### config.mk
export PLATFORM = sky130hd
export DESIGN_NAME = ampctl_port
export DESIGN_NICKNAME = d
export VERILOG_FILES = /design/src/logic/ampctl_regmem.v /design/src/logic/ampctl_port.v
export VERILOG_INCLUDE_DIRS = /design/src /design/src/logic
export SDC_FILE = /design/constraint.sdc
export NUM_CORES = 1
export LEC_CHECK = 0
export ABC_AREA = 1
export BUFFER_PORTS_ARGS = -buffer_cell sky130_fd_sc_hd__buf_4
export CELL_PAD_IN_SITES_DETAIL_PLACEMENT = 1
export CELL_PAD_IN_SITES_GLOBAL_PLACEMENT = 2
export CORE_UTILIZATION = 35
export DETAILED_ROUTE_END_ITERATION = 16
export PLACE_DENSITY_LB_ADDON = 0.1
export SYNTH_ARGS = -nofsm -noshare
export SYNTH_HDL_FRONTEND = slang
export SYNTH_SLANG_ARGS = --single-unit
export TNS_END_PERCENT = 1
### constraint.sdc
create_clock -name clock_in -period 1.8 [get_ports clock_in]
set_input_delay 0.54 -clock clock_in [delete_from_list [all_inputs] [get_ports clock_in]]
set_output_delay 0.54 -clock clock_in [all_outputs]
set_load 0.01 [all_outputs]
### src/logic/ampctl_defines.vh
// Constants for the two-wire control port with strap-selected address and slot
// Notes on behaviour
// - Port ready within 12 ms after reset
// - Upper strap picks address group 0x6c or 0x70
// - Address in upper seven bits, rw in lsb
// - Default slot equals strap address offset
// - Slot source bit selects register slot field
// - Standard stereo: slot 0 right, 1 left
// - Justified stereo: slot 0 left, 1 right
// - Works at 100 kHz and 400 kHz
// - Slave only, never stretches the clock
// - Bytes msb first, receiver acknowledges each
// - Start and stop are data edges, clock high
// - Data changes only while clock low
// - Device acknowledges address and received bytes
// - Unlimited bytes between start and stop
// - Master writes control, reads status registers
// - Write: register address then sequential data
// - Read: repeated start, bytes from register onward
`ifndef AMPCTL_DEFINES_VH
`define AMPCTL_DEFINES_VH
`define AMPCTL_ADDR_GROUP_LOW 7'h6c
`define AMPCTL_ADDR_GROUP_HIGH 7'h70
`define AMPCTL_STRAP_GND 2'h0
`define AMPCTL_STRAP_RES_GND 2'h1
`define AMPCTL_STRAP_RES_SUP 2'h2
`define AMPCTL_STRAP_SUP 2'h3
`define AMPCTL_REG_FORMAT 8'h02
`define AMPCTL_REG_SLOT 8'h03
`define AMPCTL_REG_STATUS 8'h04
`define AMPCTL_SLOT_SRC_BIT 6
`define AMPCTL_FMT_STANDARD 3'h4
`define AMPCTL_FMT_LEFT_JUST 3'h5
`define AMPCTL_FMT_RIGHT_JUST 3'h6
`define AMPCTL_READY_MS 12
`define AMPCTL_CLK_KHZ 50000
`define AMPCTL_READY_CYCLES (`AMPCTL_READY_MS * `AMPCTL_CLK_KHZ)
`define AMPCTL_REG_DEPTH 16
`endif

### src/logic/ampctl_regmem.v
// Small register memory with registered read data
`include "ampctl_defines.vh"
module ampctl_regmem
(
   // Clock and reset
   input wire clock_in,
   input wire reset_n_in,
   // Write port
   input wire wr_en_in,
   input wire [3:0] wr_addr_in,
   input wire [7:0] wr_data_in,
   // Read port
   input wire [3:0] rd_addr_in,
   output reg [7:0] rd_data_out
);
   reg [7:0] mem_ff [0:`AMPCTL_REG_DEPTH-1];
   genvar gi;
   generate
      for (gi = 0; gi < `AMPCTL_REG_DEPTH; gi = gi + 1)
      begin : g_word
         always @(posedge clock_in or negedge reset_n_in)
         begin
            if (!reset_n_in)
               mem_ff[gi] <= 8'h00;
            else if (wr_en_in && wr_addr_in == gi)
               mem_ff[gi] <= wr_data_in;
         end
      end
   endgenerate
   always @(posedge clock_in or negedge reset_n_in)
   begin
      if (!reset_n_in)
         rd_data_out <= 8'h00;
      else
         rd_data_out <= mem_ff[rd_addr_in];
   end
endmodule

### src/logic/ampctl_port.v
// Two-wire slave control port with strap address decode and slot select
`include "ampctl_defines.vh"
module ampctl_port
#(
   parameter READY_CYCLES = `AMPCTL_READY_CYCLES
)
(
   // Clock and reset
   input wire clock_in,
   input wire reset_n_in,
   // Address straps, four-level code each
   input wire [1:0] addr_strap_high_in,
   input wire [1:0] addr_strap_low_in,
   // Bus pins
   input wire scl_in,
   input wire sda_in,
   output reg sda_out,
   output reg sda_oe_out,
   // Status
   output reg ready_out,
   output reg [6:0] bus_slave_address_out,
   output reg [3:0] active_slot_out,
   output reg slot_is_left_out,
   // Control values seen by the audio side
   output reg [7:0] format_reg_out,
   output reg [7:0] slot_reg_out
);
   localparam ST_IDLE = 3'h0;
   localparam ST_ADDR = 3'h1;
   localparam ST_ACK = 3'h2;
   localparam ST_RX = 3'h3;
   localparam ST_TX = 3'h4;
   localparam ST_MACK = 3'h5;
   reg scl_s1_ff, scl_ff, scl_d_ff, sda_s1_ff, sda_ff, sda_d_ff;
   reg [3:0] strap_s1_ff, strap_ff;
   reg [1:0] strap_wait_ff;
   reg [25:0] ready_cnt_ff;
   reg ready_ff, strap_done_ff;
   reg [6:0] dev_addr_ff;
   reg [2:0] def_slot_ff;
   reg [2:0] state_ff;
   reg [3:0] bit_cnt_ff;
   reg [7:0] shift_ff;
   reg [7:0] reg_ptr_ff;
   reg have_ptr_ff, rd_mode_ff;
   reg drive_low_ff;
   reg wr_en_ff;
   reg [7:0] wr_data_ff;
   reg [3:0] wr_addr_ff;
   wire [7:0] mem_rd;
   wire scl_rise = scl_ff && !scl_d_ff;
   wire scl_fall = !scl_ff && scl_d_ff;
   wire start_det = scl_ff && scl_d_ff && !sda_ff && sda_d_ff;
   wire stop_det = scl_ff && scl_d_ff && sda_ff && !sda_d_ff;
   wire [3:0] slot_sel = format_reg_out[`AMPCTL_SLOT_SRC_BIT] ? slot_reg_out[3:0] : {1'b0, def_slot_ff};
   wire [7:0] status_byte = {ready_ff, 1'b0, rd_mode_ff, 1'b0, slot_sel};
   ampctl_regmem u_mem
   (
      .clock_in(clock_in),
      .reset_n_in(reset_n_in),
      .wr_en_in(wr_en_ff),
      .wr_addr_in(wr_addr_ff),
      .wr_data_in(wr_data_ff),
      .rd_addr_in(reg_ptr_ff[3:0]),
      .rd_data_out(mem_rd)
   );
   // Synchronise bus pins
   always @(posedge clock_in or negedge reset_n_in)
   begin
      if (!reset_n_in)
      begin
         scl_s1_ff <= 1'b1;
         scl_ff <= 1'b1;
         scl_d_ff <= 1'b1;
         sda_s1_ff <= 1'b1;
         sda_ff <= 1'b1;
         sda_d_ff <= 1'b1;
         strap_s1_ff <= 4'h0;
         strap_ff <= 4'h0;
      end
      else
      begin
         strap_s1_ff <= {addr_strap_high_in, addr_strap_low_in};
         strap_ff <= strap_s1_ff;
         scl_s1_ff <= scl_in;
         scl_ff <= scl_s1_ff;
         scl_d_ff <= scl_ff;
         sda_s1_ff <= sda_in;
         sda_ff <= sda_s1_ff;
         sda_d_ff <= sda_ff;
      end
   end
   // Power-up ready timer and strap capture
   always @(posedge clock_in or negedge reset_n_in)
   begin
      if (!reset_n_in)
      begin
         ready_cnt_ff <= 26'h0;
         ready_ff <= 1'b0;
         strap_done_ff <= 1'b0;
         strap_wait_ff <= 2'h0;
         dev_addr_ff <= 7'h00;
         def_slot_ff <= 3'h0;
      end
      else
      begin
         if (!strap_done_ff)
         begin
            // Wait until the synchronised strap copy is valid
            strap_wait_ff <= strap_wait_ff + 2'h1;
            if (strap_wait_ff == 2'h2)
            begin
               strap_done_ff <= 1'b1;
               dev_addr_ff <= (strap_ff[3:2] == `AMPCTL_STRAP_GND) ?
                  (`AMPCTL_ADDR_GROUP_LOW | {5'h0, strap_ff[1:0]}) :
                  (`AMPCTL_ADDR_GROUP_HIGH | {5'h0, strap_ff[1:0]});
               def_slot_ff <= {strap_ff[3:2] != `AMPCTL_STRAP_GND, strap_ff[1:0]};
            end
         end
         if (!ready_ff)
         begin
            if (ready_cnt_ff == READY_CYCLES[25:0] - 26'h1)
               ready_ff <= 1'b1;
            ready_cnt_ff <= ready_cnt_ff + 26'h1;
         end
      end
   end
   // Slave protocol engine, sampled on clock rise, driven after clock fall
   always @(posedge clock_in or negedge reset_n_in)
   begin
      if (!reset_n_in)
      begin
         state_ff <= ST_IDLE;
         bit_cnt_ff <= 4'h0;
         shift_ff <= 8'h00;
         reg_ptr_ff <= 8'h00;
         have_ptr_ff <= 1'b0;
         rd_mode_ff <= 1'b0;
         drive_low_ff <= 1'b0;
         wr_en_ff <= 1'b0;
         wr_data_ff <= 8'h00;
         wr_addr_ff <= 4'h0;
      end
      else
      begin
         wr_en_ff <= 1'b0;
         if (!ready_ff || stop_det)
         begin
            state_ff <= ST_IDLE;
            drive_low_ff <= 1'b0;
         end
         else if (start_det)
         begin
            state_ff <= ST_ADDR;
            bit_cnt_ff <= 4'h0;
            have_ptr_ff <= 1'b0;
            drive_low_ff <= 1'b0;
         end
         else
         begin
            case (state_ff)
               ST_IDLE:
                  drive_low_ff <= 1'b0;
               ST_ADDR, ST_RX:
               begin
                  if (scl_rise)
                  begin
                     shift_ff <= {shift_ff[6:0], sda_ff};
                     bit_cnt_ff <= bit_cnt_ff + 4'h1;
                  end
                  // A byte is complete only after eight rises, not at the fall that follows a start
                  if (scl_fall && bit_cnt_ff == 4'h8 && state_ff == ST_ADDR && shift_ff[7:1] != dev_addr_ff)
                     state_ff <= ST_IDLE;
                  else if (scl_fall && bit_cnt_ff == 4'h8)
                  begin
                     drive_low_ff <= 1'b1;
                     state_ff <= ST_ACK;
                     if (state_ff == ST_ADDR)
                        rd_mode_ff <= shift_ff[0];
                     else if (!have_ptr_ff)
                     begin
                        reg_ptr_ff <= shift_ff;
                        have_ptr_ff <= 1'b1;
                     end
                     else
                     begin
                        wr_en_ff <= 1'b1;
                        wr_addr_ff <= reg_ptr_ff[3:0];
                        wr_data_ff <= shift_ff;
                        reg_ptr_ff <= reg_ptr_ff + 8'h01;
                     end
                  end
               end
               ST_ACK:
                  if (scl_fall)
                  begin
                     bit_cnt_ff <= 4'h0;
                     if (rd_mode_ff)
                     begin
                        shift_ff <= (reg_ptr_ff == `AMPCTL_REG_STATUS) ? status_byte : mem_rd;
                        drive_low_ff <= (reg_ptr_ff == `AMPCTL_REG_STATUS) ? !status_byte[7] : !mem_rd[7];
                        reg_ptr_ff <= reg_ptr_ff + 8'h01;
                        state_ff <= ST_TX;
                     end
                     else
                     begin
                        drive_low_ff <= 1'b0;
                        state_ff <= ST_RX;
                     end
                  end
               ST_TX:
                  if (scl_fall)
                  begin
                     if (bit_cnt_ff == 4'h7)
                     begin
                        drive_low_ff <= 1'b0;
                        state_ff <= ST_MACK;
                     end
                     else
                     begin
                        drive_low_ff <= !shift_ff[6];
                        shift_ff <= {shift_ff[6:0], 1'b0};
                     end
                     bit_cnt_ff <= bit_cnt_ff + 4'h1;
                  end
               ST_MACK:
                  if (scl_rise)
                     state_ff <= sda_ff ? ST_IDLE : ST_ACK;
               default:
                  state_ff <= ST_IDLE;
            endcase
         end
      end
   end
   // Registered outputs; the port only pulls low, never holds the clock
   always @(posedge clock_in or negedge reset_n_in)
   begin
      if (!reset_n_in)
      begin
         sda_out <= 1'b0;
         sda_oe_out <= 1'b0;
         ready_out <= 1'b0;
         bus_slave_address_out <= 7'h00;
         active_slot_out <= 4'h0;
         slot_is_left_out <= 1'b0;
         format_reg_out <= 8'h00;
         slot_reg_out <= 8'h00;
      end
      else
      begin
         sda_out <= 1'b0;
         sda_oe_out <= drive_low_ff;
         ready_out <= ready_ff;
         bus_slave_address_out <= dev_addr_ff;
         active_slot_out <= slot_sel;
         if (wr_en_ff && wr_addr_ff == `AMPCTL_REG_FORMAT)
            format_reg_out <= wr_data_ff;
         if (wr_en_ff && wr_addr_ff == `AMPCTL_REG_SLOT)
            slot_reg_out <= wr_data_ff;
         if (format_reg_out[2:0] == `AMPCTL_FMT_STANDARD)
            slot_is_left_out <= (slot_sel == 4'h1);
         else
            slot_is_left_out <= (slot_sel == 4'h0);
      end
   end
endmodule

---- After elaboration in Yosys (flattened, before gate mapping) ----
Index checks and enable logic that the tools add are counted.
word-level totals
  bits in registers ....................... 243
  input bits .............................. 8
  output and inout bits ................... 31
  word-level logic and storage cells ...... 223
cells by class
  add/sub/neg operators ................... 4
  magnitude comparators ................... 1
  equal/unequal tests ..................... 49
  multiplexer cells ....................... 62
  bitwise operators ....................... 6
  reduce and logical (&&, ||, !) cells .... 55
operator list
  cell                   count
  $mux 8                 14
  $eq 4x4->1 const B     9
  $bmux 8 s4             1
  $mux 3                 9
  $add 26x1->26 const B  1
  $eq 26x20->1 const B   1
  $logic_and 1x1->1      26
  $mux 1                 26
  $ne 4x4->1 const B     6
  $pmux 8 s3             1
  $eq 4x3->1 const B     5
  $mux 4                 5
  $ne 2x2->1 const B     10
  $pmux 8 s2             1
  $reduce_and 8->1       2
  $pmux 3 s5             1
  $reduce_and 5->1       3
  $ne 3x3->1 const B     4
  $pmux 4 s3             1
  $reduce_and 6->1       2
  $eq 3x3->1 const B     3
  $add 8x1->8 const B    1
  $eq 4x1->1 const B     2
  $eq 4x2->1 const B     2
  26 further kinds       41

---- Logic depth before layout (Yosys ltp) ----
  depth in word-level cells ............... 9
  mapped depth ............................ 12
  gate-level depth less buffers ........... 11

---- Hierarchy ----
From an unflattened synthesis, not the netlist that was laid out.
second synthesis, totals
  cell total of the unflattened synthesis .. 1,551
  area, all modules ....................... 12,167.9 µm²
modules (own cells, without submodules)
  module         instances  cells each  area each (µm²)  seq. area each (µm²)
  ampctl_regmem  1          842         6,462.4          3,403.3
  ampctl_port    1          709         5,705.5          2,910.3

---- Worst setup path before layout ----
No wires, ideal clock.
  path type ............................... register -> register
  from .................................... reg reg_ptr_ff[0]
  to ...................................... reg drive_low_ff
  setup time .............................. 0.118 ns
  arrival ................................. 1.806 ns
  required time ........................... 1.682 ns
  slack ................................... -0.124 ns
  cell stages (with the launch flop) ...... 12
  path buffers ............................ 2
  clock period less this slack ............ 1.924 ns
  cells stage by stage .................... dfrtp_1 clkinv_1 clkbuf_1 buf_2 ha_1 nand3_1 nor2_2 nand2_1 nand3_1 nand2_1 nand4_1 nand2_1
on the way
  word-level cells in the longest chain between the ends .. 7
ends and longest elaborated chain
  item                         line               text
  start: declaration           ampctl_port.v:44   reg [7:0] reg_ptr_ff;
  start signal: assignment     ampctl_port.v:182  reg_ptr_ff <= shift_ff;
  start signal: assignment     ampctl_port.v:190  reg_ptr_ff <= reg_ptr_ff + 8'h01;
  start signal: assignment     ampctl_port.v:202  reg_ptr_ff <= reg_ptr_ff + 8'h01;
  $eq 8x3->1 (no source line)  n/a
  $mux 1                       ampctl_port.v:201  drive_low_ff <= (reg_ptr_ff == `AMPCTL_REG_STATUS) ? !status_byte[7] : !mem_rd[7];
  $mux 1                       ampctl_port.v:198  if (rd_mode_ff)
  $mux 1                       ampctl_port.v:195  if (scl_fall)
  $pmux 1 s4                   ampctl_port.v:161  case (state_ff)
  $mux 1                       ampctl_port.v:152  else if (start_det)
  $mux 1                       ampctl_port.v:147  if (!ready_ff || stop_det)
  end signal: assignment       ampctl_port.v:201
  end signal: assignment       ampctl_port.v:221  drive_low_ff <= !shift_ff[6];
  end: declaration             ampctl_port.v:46   reg drive_low_ff;
No other way between the ends. The select of a mux whose other input is x is not followed.
A chain may end at the register's enable or synchronous reset.

---- Final worst setup path ----
  from .................................... reg format_reg_out[6]
  to ...................................... out format_reg_out[6]
RTL lines
  item                      line               text
  start: declaration        ampctl_port.v:25   output reg [7:0] format_reg_out,
  start signal: assignment  ampctl_port.v:257  format_reg_out <= wr_data_ff;
No word-level cell between the ends.

==> results.yml <==
worst_setup_path:
  worstPathArrival_ns: 1.20
  end_kind: "output port"
  r2r_cells: 9
  r2r_slack_ns: 0.12
  crit_start: "format_reg_out[6]"
  crit_fanout: 10
  r2r-end: "wr_data_ff[0]"
  cp_cell_sequence: "buf_4"
  cp-start-kind: "flop"
  crit_type: "flop to output port"
  cp.required_ns: 1.26
  crit_path_top_delay_cell: "dfrtp_2"
  path_buf_inv: 1
  rr_startpoint: "bit_cnt_ff[0]"
  critical_path.top_delay_family: "flip-flops"
  cp_slowest_stage_delay_ns: 0.47
global_routing:
  antenna_found_initial: 0
  grt.total_usage_pct: 20.0
  grt_overflow_total: 0
  grt_max_degree: 66
  grt_pass1_vias: 9163
  grt_first_pass_wirelength_mm: 51.7
placed_design:
  io_buffer_count: 37
  place_hpwl_mm: 21.8
  gp_congestion: 0.792
floorplan:
  die_h_um: 180
  io_pins: 39
  dieArea_um2: 32300
  rows: 64
  core-area_um2: 30800
  initial_core_util_pct: 35.8
  die_x_um: 180
layout:
  fillerInstances: 3629
  postLayoutCoreUtil_pct: 42.3
  nets: 1375
  antenna_cells: 0
  area_growth_pct: 18.1
  drive_above_1_share_pct: 17.2
sta:
  hold_slack_ns: 0.0967
  slew_headroom_pct: 57.9
  setup_tns_ns: 0
  hold_viol: 0
  setup_viol: 0
  timing.final.crit_share_pct: 96.4
  drv_slew: 0
  worst_pin_slew_ns: 0.631
  grt_setup_unrepaired: "true"
  clock.fmax_ghz: 0.576
  fin_crit_ns: 1.74
  finClkSkew_ns: 0.0164
route:
  vias: 8875
  ant_nets: 0
  firstDrtPassIters: 7
  initialDrtViolationCount: 468
  drcViolationCount: 0
  via_per_inst: 4.99
  wl_per_cell_um: 17.5
  totalWireLength_mm: 31.1
synth:
  synthArstFlopShare_pct: 100
  synth_cell_types: 41
  synth_enable_flop_cells: 0
  synthCells: 1299
  yosys_most_used_dff: "dfrtp_1"
  syn-num-nets: 1313
  seq_area_frac_synth_pct: 53.5
  ys_ff_latch: 236
  syn_area_um2: 11000
  syn_avg_cell_area_um2: 8.51
  yosysWarningCount: 0
pwr:
  p_leak_nw: 6.01
  powerDensity_nw_per_um2: 879
  vdd_ir_drop_max_mv: 0.689
job:
  maxCapViolCount: 0
clock_tree:
  clock_sinks: 236
  clock_latency_ns: 0.55
  root_buffer: "clkbuf_16"
  cts_tree: "yes"
  htree_num_levels: 1
  clk_pin_slew_worst_paths_ns: 0.06
  clockBufferDepth: 3
  cts_buffers: 28
hold_path:
  min-delay-start: "addr_strap_high_in[1]"
  hold_depth: 1
  min_to: "strap_s1_ff[3]"
  hold_path_class: "primary input to flop"
outcome:
  status: "complete, no violations"
[layout by cell type (no fill, tap or decap), types with 3 or more instances in the layout]
| master | count |
|---|---|
| nand2_1 | 333 |
| dfrtp_1 | 227 |
| o21ai_0 | 226 |
| nor2_1 | 104 |
| buf_4 | 96 |
| inv_1 | 83 |
| o22ai_1 | 33 |
| clkbuf_16 | 29 |
| nand3_1 | 28 |
| nand4_1 | 26 |
| nand2_2 | 17 |
| xor2_1 | 17 |
| o21ai_2 | 14 |
| inv_2 | 12 |
| nor2_4 | 11 |
| nor3_1 | 11 |
| clkbuf_8 | 10 |
| a21oi_1 | 9 |
| o21ai_1 | 9 |
| buf_12 | 8 |
| nor2_2 | 7 |
| clkinv_2 | 7 |
| nor4_1 | 6 |
| ha_1 | 6 |
| dfstp_2 | 6 |
| nand3_2 | 5 |
| or2_2 | 4 |
| o211ai_1 | 4 |
| xnor2_1 | 4 |
| clkbuf_1 | 4 |
| clkinv_1 | 3 |
| a22oi_1 | 3 |
| dfrtp_2 | 3 |
[Yosys cell counts (14+ instances only)]
cell	instances	area, um2
nand2_1	333	1250
dfrtp_1	230	5760
o21ai_0	227	1140
nor2_1	107	402
inv_1	84	315
clkbuf_1	43	161
o22ai_1	33	206
nand3_1	31	155
nand4_1	26	163
buf_4	19	143
nand2_2	17	106
xor2_1	17	149
o21ai_2	14	123
[stage by stage]
stage	total power, mW	instances	area, um2	worst slack [ns]
final	11.5	1779	13000	0.0648
after global routing	11.9	1779	13000	-0.0205
after CTS	11.7	1778	13000	0.0330
after detailed placement	5.68	1725	12000	0.00269
after global placement	5.68	1725	12000	0.0494
after floorplan	5.49	1299	11100	0.0143
[flip-flops by register name, summed over array words and instances, names as in the netlist, 5 cells and up]
signal,cells
dev_addr_ff,5
wr_data_ff,8
format_reg_out,8
ready_cnt_ff,26
slot_reg_out,8
shift_ff,8
bus_slave_address_out,5
u_mem.mem_ff,112
reg_ptr_ff,8
u_mem.rd_data_out,8
[worst max path at each step]
| stage | endpoint | slack, ns | depth (start not counted) |
|---|---|---|---|
| 2_1_floorplan | shift_ff[0] | 0.01 | 11 |
| 3_3_place_gp | wr_data_ff[0] | 0.05 | 9 |
| 3_5_place_dp | wr_data_ff[0] | 0.003 | 9 |
| 4_1_cts | wr_data_ff[0] | 0.03 | 9 |
| 5_1_grt | wr_data_ff[0] | -0.02 | 10 |
| 6_report | format_reg_out[6] | 0.06 | 1 |
[worst register-to-register path, stage by stage, from the launching register on]
cell     delay [ns]
dfrtp_1        0.39
inv_2          0.08
ha_1           0.14
nand3_1        0.12
nor2_4         0.16
nand4_1        0.10
or2_4          0.26
buf_12         0.17
inv_2          0.07
o21ai_0        0.06
[report_power, final]
group	switching (mW)	leakage, nW	internal, mW
Clock	2.27	0.490	3.62
Combinational	0.154	2.34	0.0676
Sequential	0.0141	3.19	5.34
Total	2.44	6.01	9.03
[metal layers]
metal	routed length [um]	GRT usage, %	vias to the layer above
met4	615	4.55	0
met3	855	2.35	41
li1	-	-	4378
met1	15600	28.9	4352
met5	0	0	-
met2	14000	32.0	104
[kinds of logic (layout without fill, tap and decap cells)]
group                    count (synthesis)  after routing  synth area share, %
flip-flops                             236            236                 53.5
other                                    1              1               0.0339
AO/OA/AOI/OAI                          303            303                 14.8
buffers and inverters                  172            256                 7.08
AND/OR/NAND/NOR                        560            560                 22.2
XOR/XNOR                                21             21                 1.66
adder cells (fa/ha/maj)                  6              6                0.679
[area by class of cell]
type / count / area, um2 / area share [%]
clock buffers: 43 / 878 / 6.73
clock inverters: 9 / 95.1 / 0.729
inverters: 98 / 368 / 2.82
multi-input cells: 891 / 4390 / 33.6
flip-flops and latches: 236 / 5920 / 45.3
well taps: 396 / 495 / 3.80
repair buffers: 106 / 906 / 6.94
[repair_timing]
action                                 4_1_cts  5_1_grt
setup buffers                                0        1
hold buffers                                 1        0
resized for setup                            2       10
pin swaps                                    0        2
endpoints found under the hold margin       29        0
setup endpoints to repair                    2       32
Power figures use the tool's default switching activity.
